`config.mk`:
```
export PLATFORM = sky130hd
export DESIGN_NAME = fir_host
export DESIGN_NICKNAME = d
export VERILOG_FILES = /design/src/core/fir_cycle_timer.v /design/src/core/fir_host.v
export VERILOG_INCLUDE_DIRS = /design/src /design/src/core
export SDC_FILE = /design/constraint.sdc
export NUM_CORES = 1
export LEC_CHECK = 0
export ABC_CLOCK_PERIOD_IN_PS = 6400
export BUFFER_PORTS_ARGS = -buffer_cell sky130_fd_sc_hd__buf_2
export CORE_UTILIZATION = 25
export CTS_CLUSTER_SIZE = 28
export DETAILED_ROUTE_END_ITERATION = 6
export GPL_TIMING_DRIVEN = 0
export PLACE_DENSITY = 0.45
export SLEW_MARGIN = 40
export SYNTH_ARGS = -nofsm -noshare
export SYNTH_HDL_FRONTEND = slang
export SYNTH_SLANG_ARGS = --single-unit
```
`constraint.sdc`:
```
create_clock -name CLK -period 6.4 [get_ports CLK]
set_clock_uncertainty 0.05 [all_clocks]
set_input_delay 0.96 -clock CLK [delete_from_list [all_inputs] [get_ports CLK]]
set_output_delay 0.96 -clock CLK [all_outputs]
set_load 0.01 [all_outputs]
```
`src/core/fir_regs.vh`:
```
/*
  constants for the flash info-read host controller: command opcodes,
  register offsets of the wishbone slave, field positions, timing counts.
  assumes a 10 MHz controller clock (100 ns period).
*/
`ifndef FIR_REGS_VH
`define FIR_REGS_VH
// flash command bytes
`define FIR_CMD_READ_ARRAY 8'hff
`define FIR_CMD_READ_ID 8'h90
`define FIR_CMD_QUERY 8'h98
`define FIR_CMD_READ_STATUS 8'h70
`define FIR_CMD_CLEAR_STATUS 8'h50
`define FIR_CMD_MULTI_WRITE 8'he8
// identifier and query addresses
`define FIR_ID_MFR_ADDR 22'h000000
`define FIR_ID_DEV_ADDR 22'h000002
`define FIR_ID_BLK_OFS 22'h000004
`define FIR_QRY_BLK_OFS 22'h000002
// status register and block status field positions
`define FIR_SR_READY 7
`define FIR_SR_FAIL5 5
`define FIR_SR_FAIL4 4
`define FIR_SR_FAIL3 3
`define FIR_SR_FAIL1 1
`define FIR_BS_LOCK 0
`define FIR_BS_ERASE 1
// wishbone register byte offsets
`define FIR_REG_CTRL 4'h0
`define FIR_REG_ADDR 4'h4
`define FIR_REG_DATA 4'h8
`define FIR_REG_STAT 4'hc
// ctrl register fields
`define FIR_CTRL_OP_LSB 0
`define FIR_CTRL_GO 4
`define FIR_CTRL_BYTE_MODE 5
`define FIR_CTRL_CMD_LSB 8
// host op codes
`define FIR_OP_CMD 3'h1
`define FIR_OP_READ 3'h2
`define FIR_OP_CMD_READ 3'h3
`define FIR_OP_RESET 3'h4
// timing (ns) and derived cycles at 100 ns
`define FIR_CLK_NS 100
`define FIR_T_PULSE_NS 100
`define FIR_T_READ_NS 150
`define FIR_T_RECOVER_NS 100
`define FIR_T_RESET_NS 100000
`define FIR_PULSE_CYC \
  ((`FIR_T_PULSE_NS + `FIR_CLK_NS - 1) / `FIR_CLK_NS)
`define FIR_READ_CYC \
  ((`FIR_T_READ_NS + `FIR_CLK_NS - 1) / `FIR_CLK_NS)
`define FIR_RECOVER_CYC \
  ((`FIR_T_RECOVER_NS + `FIR_CLK_NS - 1) / `FIR_CLK_NS)
`define FIR_RESET_CYC \
  ((`FIR_T_RESET_NS + `FIR_CLK_NS - 1) / `FIR_CLK_NS)
`endif

```
`src/core/fir_cycle_timer.v`:
```
/*
  small down-counter that times one phase of a flash bus cycle.
  assumes load is a one-cycle pulse; done is high in the cycle the count
  reaches zero and stays high until the next load.
*/
`timescale 1ns/1ps
module fir_cycle_timer #(
  parameter W = 12
) (
  input wire clk,
  input wire rst_n,
  input wire load,
  input wire [W-1:0] count,
  output wire done
);
  reg [W-1:0] cnt_q; // remaining cycles
  // count down to zero after each load
  always @(posedge clk or negedge rst_n) begin
    if (!rst_n) begin
      cnt_q <= {W{1'b0}};
    end else if (load) begin
      cnt_q <= count;
    end else if (cnt_q != {W{1'b0}}) begin
      cnt_q <= cnt_q - {{(W-1){1'b0}}, 1'b1};
    end
  end
  // done looks at the count only: callers derive load from done, so
  // folding load back in here would close a combinational loop
  assign done = (cnt_q == {W{1'b0}});
endmodule

```
`src/core/fir_host.v`:
```
/*
  host controller for a parallel flash's info-read commands: writes command
  bytes and reads identifier, status, extended status and query data.
  software drives it over classic wishbone; the flash sits on the pins.
  assumes the flash pins are synchronous to CLK.
*/
// Implementation choice: the Wishbone slave port.
// Operation
// - after id command reads return identifier
// - status latched on strobe fall, release between
// - multi-write command shows extended status
// - query block status valid only when ready
`timescale 1ns/1ps
`include "fir_regs.vh"
module fir_host #(
  parameter AW = 22,
  parameter RESET_CYC = `FIR_RESET_CYC
) (
  input wire CLK,
  input wire RSTN,
  input wire [3:0] WB_ADR_I,
  input wire [31:0] WB_DAT_I,
  output reg [31:0] WB_DAT_O,
  input wire WB_WE_I,
  input wire [3:0] WB_SEL_I,
  input wire WB_CYC_I,
  input wire WB_STB_I,
  output reg WB_ACK_O,
  output reg [AW-1:0] FL_ADDR,
  input wire [15:0] FL_DQ_I,
  output reg [15:0] FL_DQ_O,
  output reg FL_DQ_OE,
  output reg FL_CE_N,
  output reg FL_OE_N,
  output reg FL_WE_N,
  output reg FL_BYTE_N,
  output reg FL_POWERDOWN_RESET_N
);
  // one-hot states of the bus sequencer
  localparam S_IDLE = 7'h01;
  localparam S_WSET = 7'h02;
  localparam S_WREC = 7'h04;
  localparam S_RSTR = 7'h08;
  localparam S_RREC = 7'h10;
  localparam S_RST = 7'h20;
  localparam S_WGAP = 7'h40;
  localparam [11:0] PULSE_C = `FIR_PULSE_CYC;
  localparam [11:0] READ_C = `FIR_READ_CYC;
  localparam [11:0] REC_C = `FIR_RECOVER_CYC;

  reg [6:0] st_q; // sequencer state
  reg [2:0] op_q; // pending host op
  reg [7:0] cmd_q; // command byte to write
  reg byte_mode_q; // byte-wide bus selected
  reg [AW-1:0] addr_q; // read address from software
  reg [15:0] rdata_q; // last data read from flash
  reg busy_q; // sequence running
  reg [7:0] mode_q; // last command written, tracks flash read mode
  reg [19:0] rst_cnt_q; // reset pulse length counter
  reg tload; // timer load pulse
  reg [11:0] tcount; // timer load value
  wire tdone; // phase elapsed
  wire wb_req; // classic wishbone strobe

  fir_cycle_timer #(.W(12)) u_timer (
    .clk(CLK),
    .rst_n(RSTN),
    .load(tload),
    .count(tcount),
    .done(tdone)
  );

  // query address: in byte mode a0 does not select data, so the word
  // offset is shifted up and a0 left zero
  function [AW-1:0] qaddr;
    input [AW-1:0] a;
    input bm;
    begin
      qaddr = bm ? {a[AW-2:0], 1'b0} : a;
    end
  endfunction

  assign wb_req = WB_CYC_I && WB_STB_I;

  // timer load is combinational on state entry
  always @* begin
    tload = 1'b0;
    tcount = PULSE_C;
    case (st_q)
      S_IDLE: begin
        tload = busy_q && (op_q != `FIR_OP_RESET);
        tcount = (op_q == `FIR_OP_READ) ? READ_C : PULSE_C;
      end
      S_WSET: begin
        tload = tdone;
        tcount = REC_C;
      end
      S_WGAP: begin
        tload = tdone;
        tcount = READ_C;
      end
      S_RSTR: begin
        tload = tdone;
        tcount = REC_C;
      end
      default: begin
        tload = 1'b0;
        tcount = PULSE_C;
      end
    endcase
  end

  // wishbone slave: one wait state, ack drops the cycle after
  always @(posedge CLK or negedge RSTN) begin
    if (!RSTN) begin
      WB_ACK_O <= 1'b0;
      WB_DAT_O <= 32'h00000000;
      op_q <= 3'h0;
      cmd_q <= `FIR_CMD_READ_ARRAY;
      byte_mode_q <= 1'b0;
      addr_q <= {AW{1'b0}};
      busy_q <= 1'b0;
    end else begin
      WB_ACK_O <= wb_req && !WB_ACK_O;
      if (wb_req && !WB_ACK_O) begin
        if (WB_WE_I) begin
          case (WB_ADR_I)
            `FIR_REG_CTRL: begin
              // a go while busy is dropped; software polls busy first
              if (!busy_q && WB_SEL_I[0] &&
                  WB_DAT_I[`FIR_CTRL_GO]) begin
                op_q <= WB_DAT_I[2:0];
                busy_q <= 1'b1;
              end
              if (WB_SEL_I[0] && !busy_q) begin
                byte_mode_q <= WB_DAT_I[`FIR_CTRL_BYTE_MODE];
              end
              if (WB_SEL_I[1] && !busy_q) begin
                cmd_q <= WB_DAT_I[15:8];
              end
            end
            `FIR_REG_ADDR: begin
              if (!busy_q) begin
                addr_q <= WB_DAT_I[AW-1:0];
              end
            end
            default: begin
              addr_q <= addr_q; // read-only or unmapped: ignored
            end
          endcase
        end else begin
          case (WB_ADR_I)
            `FIR_REG_CTRL: WB_DAT_O <= {16'h0000, cmd_q, 2'b00,
              byte_mode_q, busy_q, 1'b0, op_q};
            `FIR_REG_ADDR: WB_DAT_O <= {{(32-AW){1'b0}}, addr_q};
            `FIR_REG_DATA: WB_DAT_O <= {16'h0000, rdata_q};
            `FIR_REG_STAT: WB_DAT_O <= {23'h000000, busy_q, mode_q};
            default: WB_DAT_O <= 32'h00000000;
          endcase
        end
      end
      if (busy_q && st_q == S_IDLE && op_q == 3'h0) begin
        busy_q <= 1'b0;
      end
      if (st_q == S_WREC && tdone && op_q != `FIR_OP_CMD_READ) begin
        busy_q <= 1'b0;
      end
      if (st_q == S_WREC && tdone && op_q == `FIR_OP_CMD_READ) begin
        op_q <= `FIR_OP_READ;
      end
      if ((st_q == S_RREC && tdone) ||
          (st_q == S_RST && rst_cnt_q == 20'h00000)) begin
        busy_q <= 1'b0;
      end
    end
  end

  // flash bus sequencer
  always @(posedge CLK or negedge RSTN) begin
    if (!RSTN) begin
      st_q <= S_IDLE;
      FL_ADDR <= {AW{1'b0}};
      FL_DQ_O <= 16'h0000;
      FL_DQ_OE <= 1'b0;
      FL_CE_N <= 1'b1;
      FL_OE_N <= 1'b1;
      FL_WE_N <= 1'b1;
      FL_BYTE_N <= 1'b1;
      FL_POWERDOWN_RESET_N <= 1'b1;
      rdata_q <= 16'h0000;
      mode_q <= `FIR_CMD_READ_ARRAY;
      rst_cnt_q <= 20'h00000;
    end else begin
      FL_BYTE_N <= !byte_mode_q;
      case (st_q)
        S_IDLE: begin
          if (busy_q && op_q == `FIR_OP_RESET) begin
            FL_POWERDOWN_RESET_N <= 1'b0;
            rst_cnt_q <= RESET_CYC[19:0];
            st_q <= S_RST;
          end else if (busy_q && op_q == `FIR_OP_READ) begin
            // status latches on this fall; fresh each read
            FL_ADDR <= (mode_q == `FIR_CMD_QUERY) ?
              qaddr(addr_q, byte_mode_q) : addr_q;
            FL_CE_N <= 1'b0;
            FL_OE_N <= 1'b0;
            st_q <= S_RSTR;
          end else if (busy_q && op_q != 3'h0) begin
            // address is don't-care for info commands
            FL_DQ_O <= {8'h00, cmd_q};
            FL_DQ_OE <= 1'b1;
            FL_CE_N <= 1'b0;
            FL_WE_N <= 1'b0;
            st_q <= S_WSET;
          end
        end
        S_WSET: begin
          if (tdone) begin
            // flash captures on this rising edge of the write strobe
            FL_WE_N <= 1'b1;
            FL_CE_N <= 1'b1;
            mode_q <= cmd_q;
            st_q <= S_WREC;
          end
        end
        S_WREC: begin
          FL_DQ_OE <= 1'b0;
          if (tdone) begin
            st_q <= S_WGAP;
          end
        end
        S_WGAP: begin
          if (op_q == `FIR_OP_READ) begin
            FL_ADDR <= (mode_q == `FIR_CMD_QUERY) ?
              qaddr(addr_q, byte_mode_q) : addr_q;
            FL_CE_N <= 1'b0;
            FL_OE_N <= 1'b0;
            st_q <= S_RSTR;
          end else begin
            st_q <= S_IDLE;
          end
        end
        S_RSTR: begin
          if (tdone) begin
            // query data sits on the low lines; high lines are zero
            rdata_q <= (mode_q == `FIR_CMD_QUERY) ?
            // block status is only meaningful when the flash is ready;
            // software polls the ready flag before this read
              {8'h00, FL_DQ_I[7:0]} : FL_DQ_I;
            FL_OE_N <= 1'b1;
            FL_CE_N <= 1'b1;
            st_q <= S_RREC;
          end
        end
        S_RREC: begin
          if (tdone) begin
            st_q <= S_IDLE;
          end
        end
        S_RST: begin
          if (rst_cnt_q == 20'h00000) begin
            FL_POWERDOWN_RESET_N <= 1'b1;
            mode_q <= `FIR_CMD_READ_ARRAY;
            st_q <= S_IDLE;
          end else begin
            rst_cnt_q <= rst_cnt_q - 20'h00001;
          end
        end
        default: begin
          st_q <= S_IDLE;
        end
      endcase
    end
  end
endmodule

```
==> results of run 1 <==
## stage by stage
stage / instances / area, um^2
global route: 1215 / 9120
detailed placement: 1183 / 8500
floorplan: 688 / 7400
global placement: 1179 / 8420
finish: 1215 / 9120
CTS: 1215 / 9120
## worst max-delay path: stages (launching register included)
cell and delay, ns:
dfrtp_1 0.41, inv_1 0.12, ha_1 0.17, nor4b_1 0.44, nand3_1 0.47, nor2_1 0.31, or2_2 0.15, clkbuf_1 0.31
a21oi_1 0.13
## cells in the mapped netlist, types with 4 or more instances
cell      count
buf_4        21
o31ai_1       6
clkbuf_1     20
inv_1         9
nand2b_1      5
nor4_1       10
o21ai_0      56
nor2b_1       6
or4_1         6
mux2_2       47
a22o_1       22
nand2_1      71
mux2i_1      27
nor3_1       15
or3_1         9
xor2_1        4
a221oi_1      6
a21oi_1      31
o211ai_1      5
dfrtp_1     135
nand3_1      16
nand3b_1      5
nor2_1       36
a211oi_1      4
dfstp_2      22
buf_2         8
o41ai_1       4
ha_1          4
xnor2_1       5
## registers in the layout, summed over array words and instances, names as in the netlist, 12 cells and up
signal         count
rst_cnt_q         20
WB_DAT_O          22
addr_q            22
rdata_q           16
FL_ADDR           22
u_timer.cnt_q     12
## path summary, 6_finish.rpt
path | startpoint | end
setup / recovery | u_timer.cnt_q[0] | mode_q[7]
hold / removal | RSTN | FL_ADDR[2]
setup reg to reg | u_timer.cnt_q[0] | mode_q[7]
hold reg to reg | FL_OE_N | FL_OE_N
max in group asynchronous | RSTN | FL_WE_N
min in group CLK | FL_OE_N | FL_OE_N
## where the power goes
group | switching [uW] | internal (uW)
sequential | 74.1 | 1060
combinational | 149 | 123
clock | 508 | 532
## area by class of cell
cell class / instances / area [um^2]
plain buffers: 50 / 284
clock buffers: 17 / 425
multi-input cells: 472 / 3140
fillers: 3008 / 19700
inverters: 9 / 33.8
flip-flops and latches: 157 / 3960
repair buffers: 111 / 611
well taps: 384 / 480
clock inverters: 15 / 193
## kinds of logic (layout without fill, tap and decap cells)
| kind of cell | Yosys count | in the layout |
|---|---|---|
| AND/OR/NAND/NOR | 214 | 214 |
| flip-flops | 157 | 157 |
| AO/OA/AOI/OAI | 153 | 153 |
| multiplexers | 74 | 74 |
| buffers and inverters | 59 | 202 |
| XOR/XNOR | 9 | 9 |
| adder cells (fa/ha/maj) | 4 | 4 |
| other | 1 | 18 |
## metal layers
| metal | vias to the layer above | wire length [um] |
|---|---|---|
| li1 | 2709 | - |
| met1 | 2634 | 9940 |
| met2 | 121 | 9100 |
| met3 | 10 | 979 |
| met4 | 0 | 211 |
| met5 | - | 0 |
## cell usage in the layout (no fill, tap or decap), types with 9 or more instances in the layout
master | netlist | layout
o21ai_0 | 56 | 56
a21oi_1 | 31 | 31
nor2_1 | 36 | 36
buf_2 | 8 | 116
clkbuf_1 | 20 | 20
nand2_1 | 71 | 71
mux2_2 | 47 | 47
nor3_1 | 15 | 15
dfstp_2 | 22 | 22
buf_4 | 21 | 21
dfrtp_1 | 135 | 135
a22o_1 | 22 | 22
nor4_1 | 10 | 10
mux2i_1 | 27 | 27
nand3_1 | 16 | 16
clkbuf_16 | 0 | 17
or3_1 | 9 | 9
conb_1 | 1 | 18
inv_1 | 9 | 9
==> metrics.txt, run 1 <==
residual DRC count=0; CP Class=register to register; DR iter-0 viols=273; RSZ-0062 raised after global routing=false; Tmin final=2.64 ns; PostCTS Resize Cnt=0; FF-to-FF path depth=8; Most Crowded Layer GR=met2; die width=173 um; CTS Buffer Depth=2; core footprint=0.0288 mm^2; Yosys warnings=0; Die Y=173 um; worst hold path class=primary input to asynchronous set/reset pin; mapped cell area=0.00734 mm^2; Max Cap Violations=0; reg-to-reg slack, setup=3.76 ns; final setup margin=3.76 ns; GRT Util Overall=13.9%; P_leak=0.00445 uW; Seq cells post-synth=157; post-layout util=31.7%; startpoint types=register; Fin. Hold Viols=0; Via-to-Cell Ratio=4.51; Starting Density=25.5%; relative slew slack=44.4%; fmax=0.379 GHz; detailed placer's ending HPWL=15100 um; DRT Pass-1 Iters=4; Worst-Margin Slew=0.834 ns; status=completed; initial antenna violation count=0; library cells used by synthesis=66; met1 Track Usage GR=19.5%; PortBufs=107; area share of the largest cell type after synthesis=46.0%; row count=62; DP Worst Slack=3.31 ns; DR WL/cell=16.7 um; first-pass GRT wire length=32000 um; ranking of synthesized cells by area=dfrtp_1 46%, dfstp_2 7.9%, mux2_2 7.2%; n_diodes=0; clk slew on worst S/H paths=0.08 ns; PwrDens=269 mW/mm^2; Finish-stage setup viols=0; met2 Track Usage GR=21.2%; post-synth top area cell=dfrtp_1; CTS Hold Buffers Added=0; Area Growth Syn to Fin=24.3%; gp weighted congestion=0.792; Async SR Flop Fraction=100%; die area=0.0300 mm^2; Total Wirelength=20200 um; Root Buffer=clkbuf_16; I/O Pins=138; clk_lat worst skew=0.44 ns; Final #Nets=883; largest family of logic cells by synthesized area=simple AND/OR/NAND/NOR gates; Synth Area in Compound Gates=13.3%; H-tree Lvls=4; final setup TNS=0 ns; Pwr Total=2450 uW; postcts setup bufs=0; Via Count=5474; maximum vdd drop=0.118 mV; layout cells sized above 1=31.5%; Worst setup EP type=register; cells after synthesis=671; Post-Synth Simple-Gate Area=15.7%; CTS Sinks=157; met3 Use GR=3.22%; Crit path arrival time=2.94 ns; adder-cell share of the synthesized area=0.682%; max-slew violations=0; Worst Path Required=6.70 ns; largest net degree at the start of global routing=63; TritonCTS clock tree=done; EDFF count, synth=0; hold slack=0.337 ns; Main synth FF type=dfrtp_1; GR Overflow Total=0; Num CTS Buffers=17; xor and xnor area share after synthesis=1.07%; Final Cycle Share=41.3%; peak fanout along the critical path=10; Mapped Avg Cell Area=10.9 um^2; Routed Antenna Nets=0; register area share after synthesis=53.9%; multiplexer share of the synthesized area=10.9%; vias in the first global route=5516
Note: power is estimated with default switching activity, not from simulation.
==> run 2, diff against run 1 <==
- ABC_CLOCK_PERIOD_IN_PS: 6400 -> 2300
- PLACE_DENSITY: 0.45 -> 0.47
- clock period: 6.4 -> 2.3 ns (I/O delays scaled with it)
==> run 2 against run 1 <==
Sequential power rose to 2.8 times the previous value. Sequential cell count unchanged. Combinational power grew to 2.9 times the previous value. Count of clock-buffer cells in the layout is the same. Final cell count is 0.41% higher. Critical path type unchanged. Highest routed layer unchanged. Wire length is essentially flat. Via count grew 2.2%. Worst hold slack worse by 0.25 ns. Largest cell class unchanged. First-iteration DRC count is 10% lower. Final area grew 2.2%.
==> metrics.txt, run 2 (synthesis results as in run 1) <==
status=completed; relative slew slack=48.7%; row count=62; Tmin final=2.22 ns; Final #Nets=888; core footprint=0.0288 mm^2; clk slew on worst S/H paths=0.08 ns; Routed Antenna Nets=0; GRT Util Overall=13.9%; Max Cap Violations=0; GR Overflow Total=0; Area Growth Syn to Fin=27.0%; TritonCTS clock tree=done; Worst setup EP type=register; die width=173 um; DR WL/cell=16.6 um; most frequent cells in the layout=135 x dfrtp_1, 112 x buf_2, 71 x nand2_1, 55 x o21ai_0, 47 x mux2_2; reg-to-reg slack, setup=0.08 ns; FF-to-FF path depth=8; PortBufs=107; Worst Path Required=2.55 ns; most common cell after layout, fill and taps aside=dfrtp_1; Crit Reg-Reg Startpoint=rst_cnt_q[1]; Fin. Hold Viols=0; DR iter-0 viols=245; DP Worst Slack=-0.247 ns; worst hold path class=primary input to register; hold slack=0.0885 ns; peak fanout along the critical path=6; final setup margin=0.0767 ns; layout cells sized above 1=34.8%; max-slew violations=0; fillers=3014; die area=0.0300 mm^2; Finish-stage setup viols=0; Num CTS Buffers=17; Root Buffer=clkbuf_16; crit path launch=rst_cnt_q[1]; fmax=0.450 GHz; DRT Pass-1 Iters=4; largest net degree at the start of global routing=57; Via-to-Cell Ratio=4.59; startpoint types=register; Starting Density=25.5%; H-tree Lvls=4; residual DRC count=0; RR Endpoint=rst_cnt_q[16]; CP Class=register to register; PwrDens=738 mW/mm^2; CTS Sinks=157; maximum vdd drop=0.418 mV; vias in the first global route=5550; Total Wirelength=20200 um; clk_lat worst skew=0.44 ns; initial antenna violation count=0; I/O Pins=138; Setup crit end=rst_cnt_q[16]; CTS Buffer Depth=2; P_leak=0.00456 uW; n_diodes=0; Final Cycle Share=96.7%; Worst-Margin Slew=0.767 ns; biggest regs=FL_ADDR (22), WB_DAT_O (22), addr_q (22); Die Y=173 um; Via Count=5596; first-pass GRT wire length=32400 um; detailed placer's ending HPWL=15000 um; gp weighted congestion=0.770; Crit path arrival time=2.47 ns
==> run 2: cell types whose count changed in the layout (fill, tap and decap cells not counted), sizes merged <==
cell	before	now
dlygate4sd3	0	1
clkbuf	37	36
inv	14	16
buf	141	146
clkinv	9	7
==> run 2: through the flow <==
step           std cells  utilization, %  total power [uW]  instance area (um^2)  setup TNS (ns)
2_1_floorplan        688               -              3660                  7400               0
3_3_place_gp        1179            29.2              3950                  8420         -281.07
3_5_place_dp        1182            29.5              3980                  8490          -12.59
4_1_cts             1216            31.8              6920                  9150               0
5_1_grt             1220            32.4              7220                  9320         -0.0409
6_report            1220            32.4              6880                  9320               0
==> run 2: per-layer routing <==
metal	track usage, %	vias to the layer above	part of all wire (%)
met3	2.76	16	4.1
met1	19.4	2746	49
met4	3.54	0	0.99
met2	21.8	110	46
li1	-	2724	-
met5	0	-	0
==> run 2: repair_timing <==
item                                   in CTS  in global routing
buffers inserted                            1                  6
endpoints found under the hold margin      49                  0
setup endpoints to repair                  66                 83
resized for setup                           8                 35
pin swaps                                   0                  4
hold buffers                                1                  0
==> run 2: report_power, final <==
part / switching (uW) / internal [uW]
clock network: 1410 / 1490
registers: 224 / 2960
logic: 428 / 364
total: 2060 / 4810
==> run 2: worst max-delay path, cell delays in order, from the launching register on <==
cell and delay [ns]:
dfrtp_1 0.40, inv_1 0.09, ha_1 0.19, nor4b_2 0.16, and3_4 0.21, or4_4 0.53, buf_6 0.15, o311ai_4 0.21
o41ai_2 0.11
==> run 2: worst min path at each step <==
stage                       from             to  slack [ns]  depth (start not counted)
finish              WB_DAT_I[16]     addr_q[16]        0.09                          2
global route        WB_DAT_I[16]     addr_q[16]        0.07                          2
CTS                 WB_DAT_I[16]     addr_q[16]        0.07                          2
detailed placement          RSTN  rst_cnt_q[14]        0.27                          1
global placement         FL_OE_N        FL_OE_N        0.40                          2
floorplan                   RSTN     FL_ADDR[0]     -0.0006                          0
==> run 2: area by class of cell <==
type	instances	area (um^2)	area share [%]
plain buffers	48	302	3.23
clock inverters	15	190	2.04
well taps	384	480	5.15
multi-input cells	472	3270	35.0
clock buffers	17	425	4.56
repair buffers	118	668	7.17
flip-flops and latches	157	3960	42.4
inverters	9	33.8	0.362
==> run 3, diff against run 2 <==
- GPL_ROUTABILITY_DRIVEN: not set -> 0
- MAX_ROUTING_LAYER: not set -> met4
==> run 3 against run 2 <==
Clock power is essentially flat. Global-route usage grew 0.45 points. Combinational power is essentially flat. Via count shrank 0.18%. Maximum frequency is essentially flat. Largest power group unchanged.
==> metrics.txt, run 3 (synthesis results as in run 1) <==
CTS Sinks=157; Via Count=5586; Root Buffer=clkbuf_16; most common cell after layout, fill and taps aside=dfrtp_1; vias in the first global route=5549; DR iter-0 viols=272; startpoint types=register; PwrDens=738 mW/mm^2; largest net degree at the start of global routing=57; Total Wirelength=20300 um; Cell Chain, Critical Path=inv_1, ha_1, nor4b_2, and3_4, or4_4, buf_6, o311ai_4, o41ai_2; post-layout util=32.4%; fillers=3014; I/O Pins=138; PortBufs=107; maximum vdd drop=0.415 mV; Final Cycle Share=96.7%; residual DRC count=0; Crit path arrival time=2.47 ns; post-route insts no fill=1220; GR Overflow Total=0; Starting Density=25.5%; clk slew on worst S/H paths=0.08 ns; area of the multi-input gates=0.00327 mm^2; Routed Antenna Nets=0; clk_lat worst skew=0.43 ns; Max Cap Violations=0; CTS Buffer Depth=2; CP Class=register to register; CP Buf/Inv Count=2; Tmin final=2.22 ns; slowest stage delay, CP=0.53 ns; Area Growth Syn to Fin=27.0%; die area=0.0300 mm^2; DRT Pass-1 Iters=4; layout cells sized above 1=34.8%; Via-to-Cell Ratio=4.58; biggest regs=FL_ADDR (22), WB_DAT_O (22), addr_q (22); H-tree Lvls=4; DR WL/cell=16.6 um; peak fanout along the critical path=6; first-pass GRT wire length=32400 um; Num CTS Buffers=17; dpl cell area=0.00849 mm^2; placed instance count=1182; die width=173 um; Worst Path Required=2.54 ns; register area=0.00396 mm^2; TritonCTS clock tree=done; initial antenna violation count=0; fmax=0.450 GHz; Die Y=173 um; most frequent cells in the layout=135 x dfrtp_1, 113 x buf_2, 71 x nand2_1, 55 x o21ai_0, 47 x mux2_2; n_diodes=0; final instance area=0.00932 mm^2; hold slack=0.0914 ns; Worst-Margin Slew=0.784 ns; Crit-path slowest cell=or4_4; Top delay family on crit path=simple AND/OR/NAND/NOR gates; max-slew violations=0; Fin. Hold Viols=0; P_leak=0.00456 uW; GRT Util Overall=14.3%; core footprint=0.0288 mm^2; Finish-stage setup viols=0; Final #Nets=888; status=completed; row count=62; relative slew slack=47.6%; Worst setup EP type=register; worst hold path class=primary input to register; detailed placer's ending HPWL=15000 um
run 3: layout make-up:
| type | instances | share of cell area (%) |
|---|---|---|
| Inverter | 9 | 0.362 |
| Tap cell | 384 | 5.15 |
| Clock buffer | 17 | 4.56 |
| Clock inverter | 15 | 2.04 |
| Sequential cell | 157 | 42.4 |
| Buffer | 48 | 3.23 |
| Multi-Input combinational cell | 472 | 35.0 |
| Timing Repair Buffer | 118 | 7.17 |
run 3: worst paths after layout:
path	from	end	slack (ns)	cells past startpoint
hold / removal	WB_DAT_I[16]	addr_q[16]	0.09	2
min in group asynchronous	RSTN	rst_cnt_q[14]	0.39	2
max in group asynchronous	RSTN	mode_q[6]	1.12	3
setup / recovery	rst_cnt_q[1]	rst_cnt_q[16]	0.08	8
hold reg to reg	FL_OE_N	FL_OE_N	0.41	2
setup reg to reg	rst_cnt_q[1]	rst_cnt_q[16]	0.08	8
run 3: power by group:
part           total [uW]  internal [uW]  leakage, uW  switching, uW
Clock                2900           1490     0.000296           1410
Combinational         792            364      0.00224            428
Sequential           3180           2960      0.00202            223
Total                6880           4810      0.00456           2060
run 3: metal layers:
| layer | share of wire [%] | wire length [um] | vias up | global-route usage (%) |
|---|---|---|---|---|
| met2 | 46 | 9290 | 96 | 21.7 |
| met4 | 0.93 | 189 | 0 | 3.54 |
| met3 | 3.4 | 693 | 16 | 2.76 |
| met5 | 0 | 0 | - | - |
| met1 | 50 | 10100 | 2755 | 19.6 |
| li1 | - | - | 2719 | - |
run 3: repair_timing:
item,4_1_cts,5_1_grt
endpoints found under the hold margin,49,0
endpoints found under the setup margin,66,84
setup buffers,1,6
pin swaps,0,4
hold buffers,1,0
resized for setup,8,36
gates cloned,0,0
run 3: through the flow:
stage | setup WS (ns) | total power, uW | setup TNS (ns)
2_1_floorplan | 0.251 | 3660 | 0
3_3_place_gp | -1.86 | 3950 | -281.07
3_5_place_dp | -0.247 | 3980 | -12.59
4_1_cts | 0.0108 | 6920 | 0
5_1_grt | -0.0373 | 7220 | -0.0409
6_report | 0.0760 | 6880 | 0
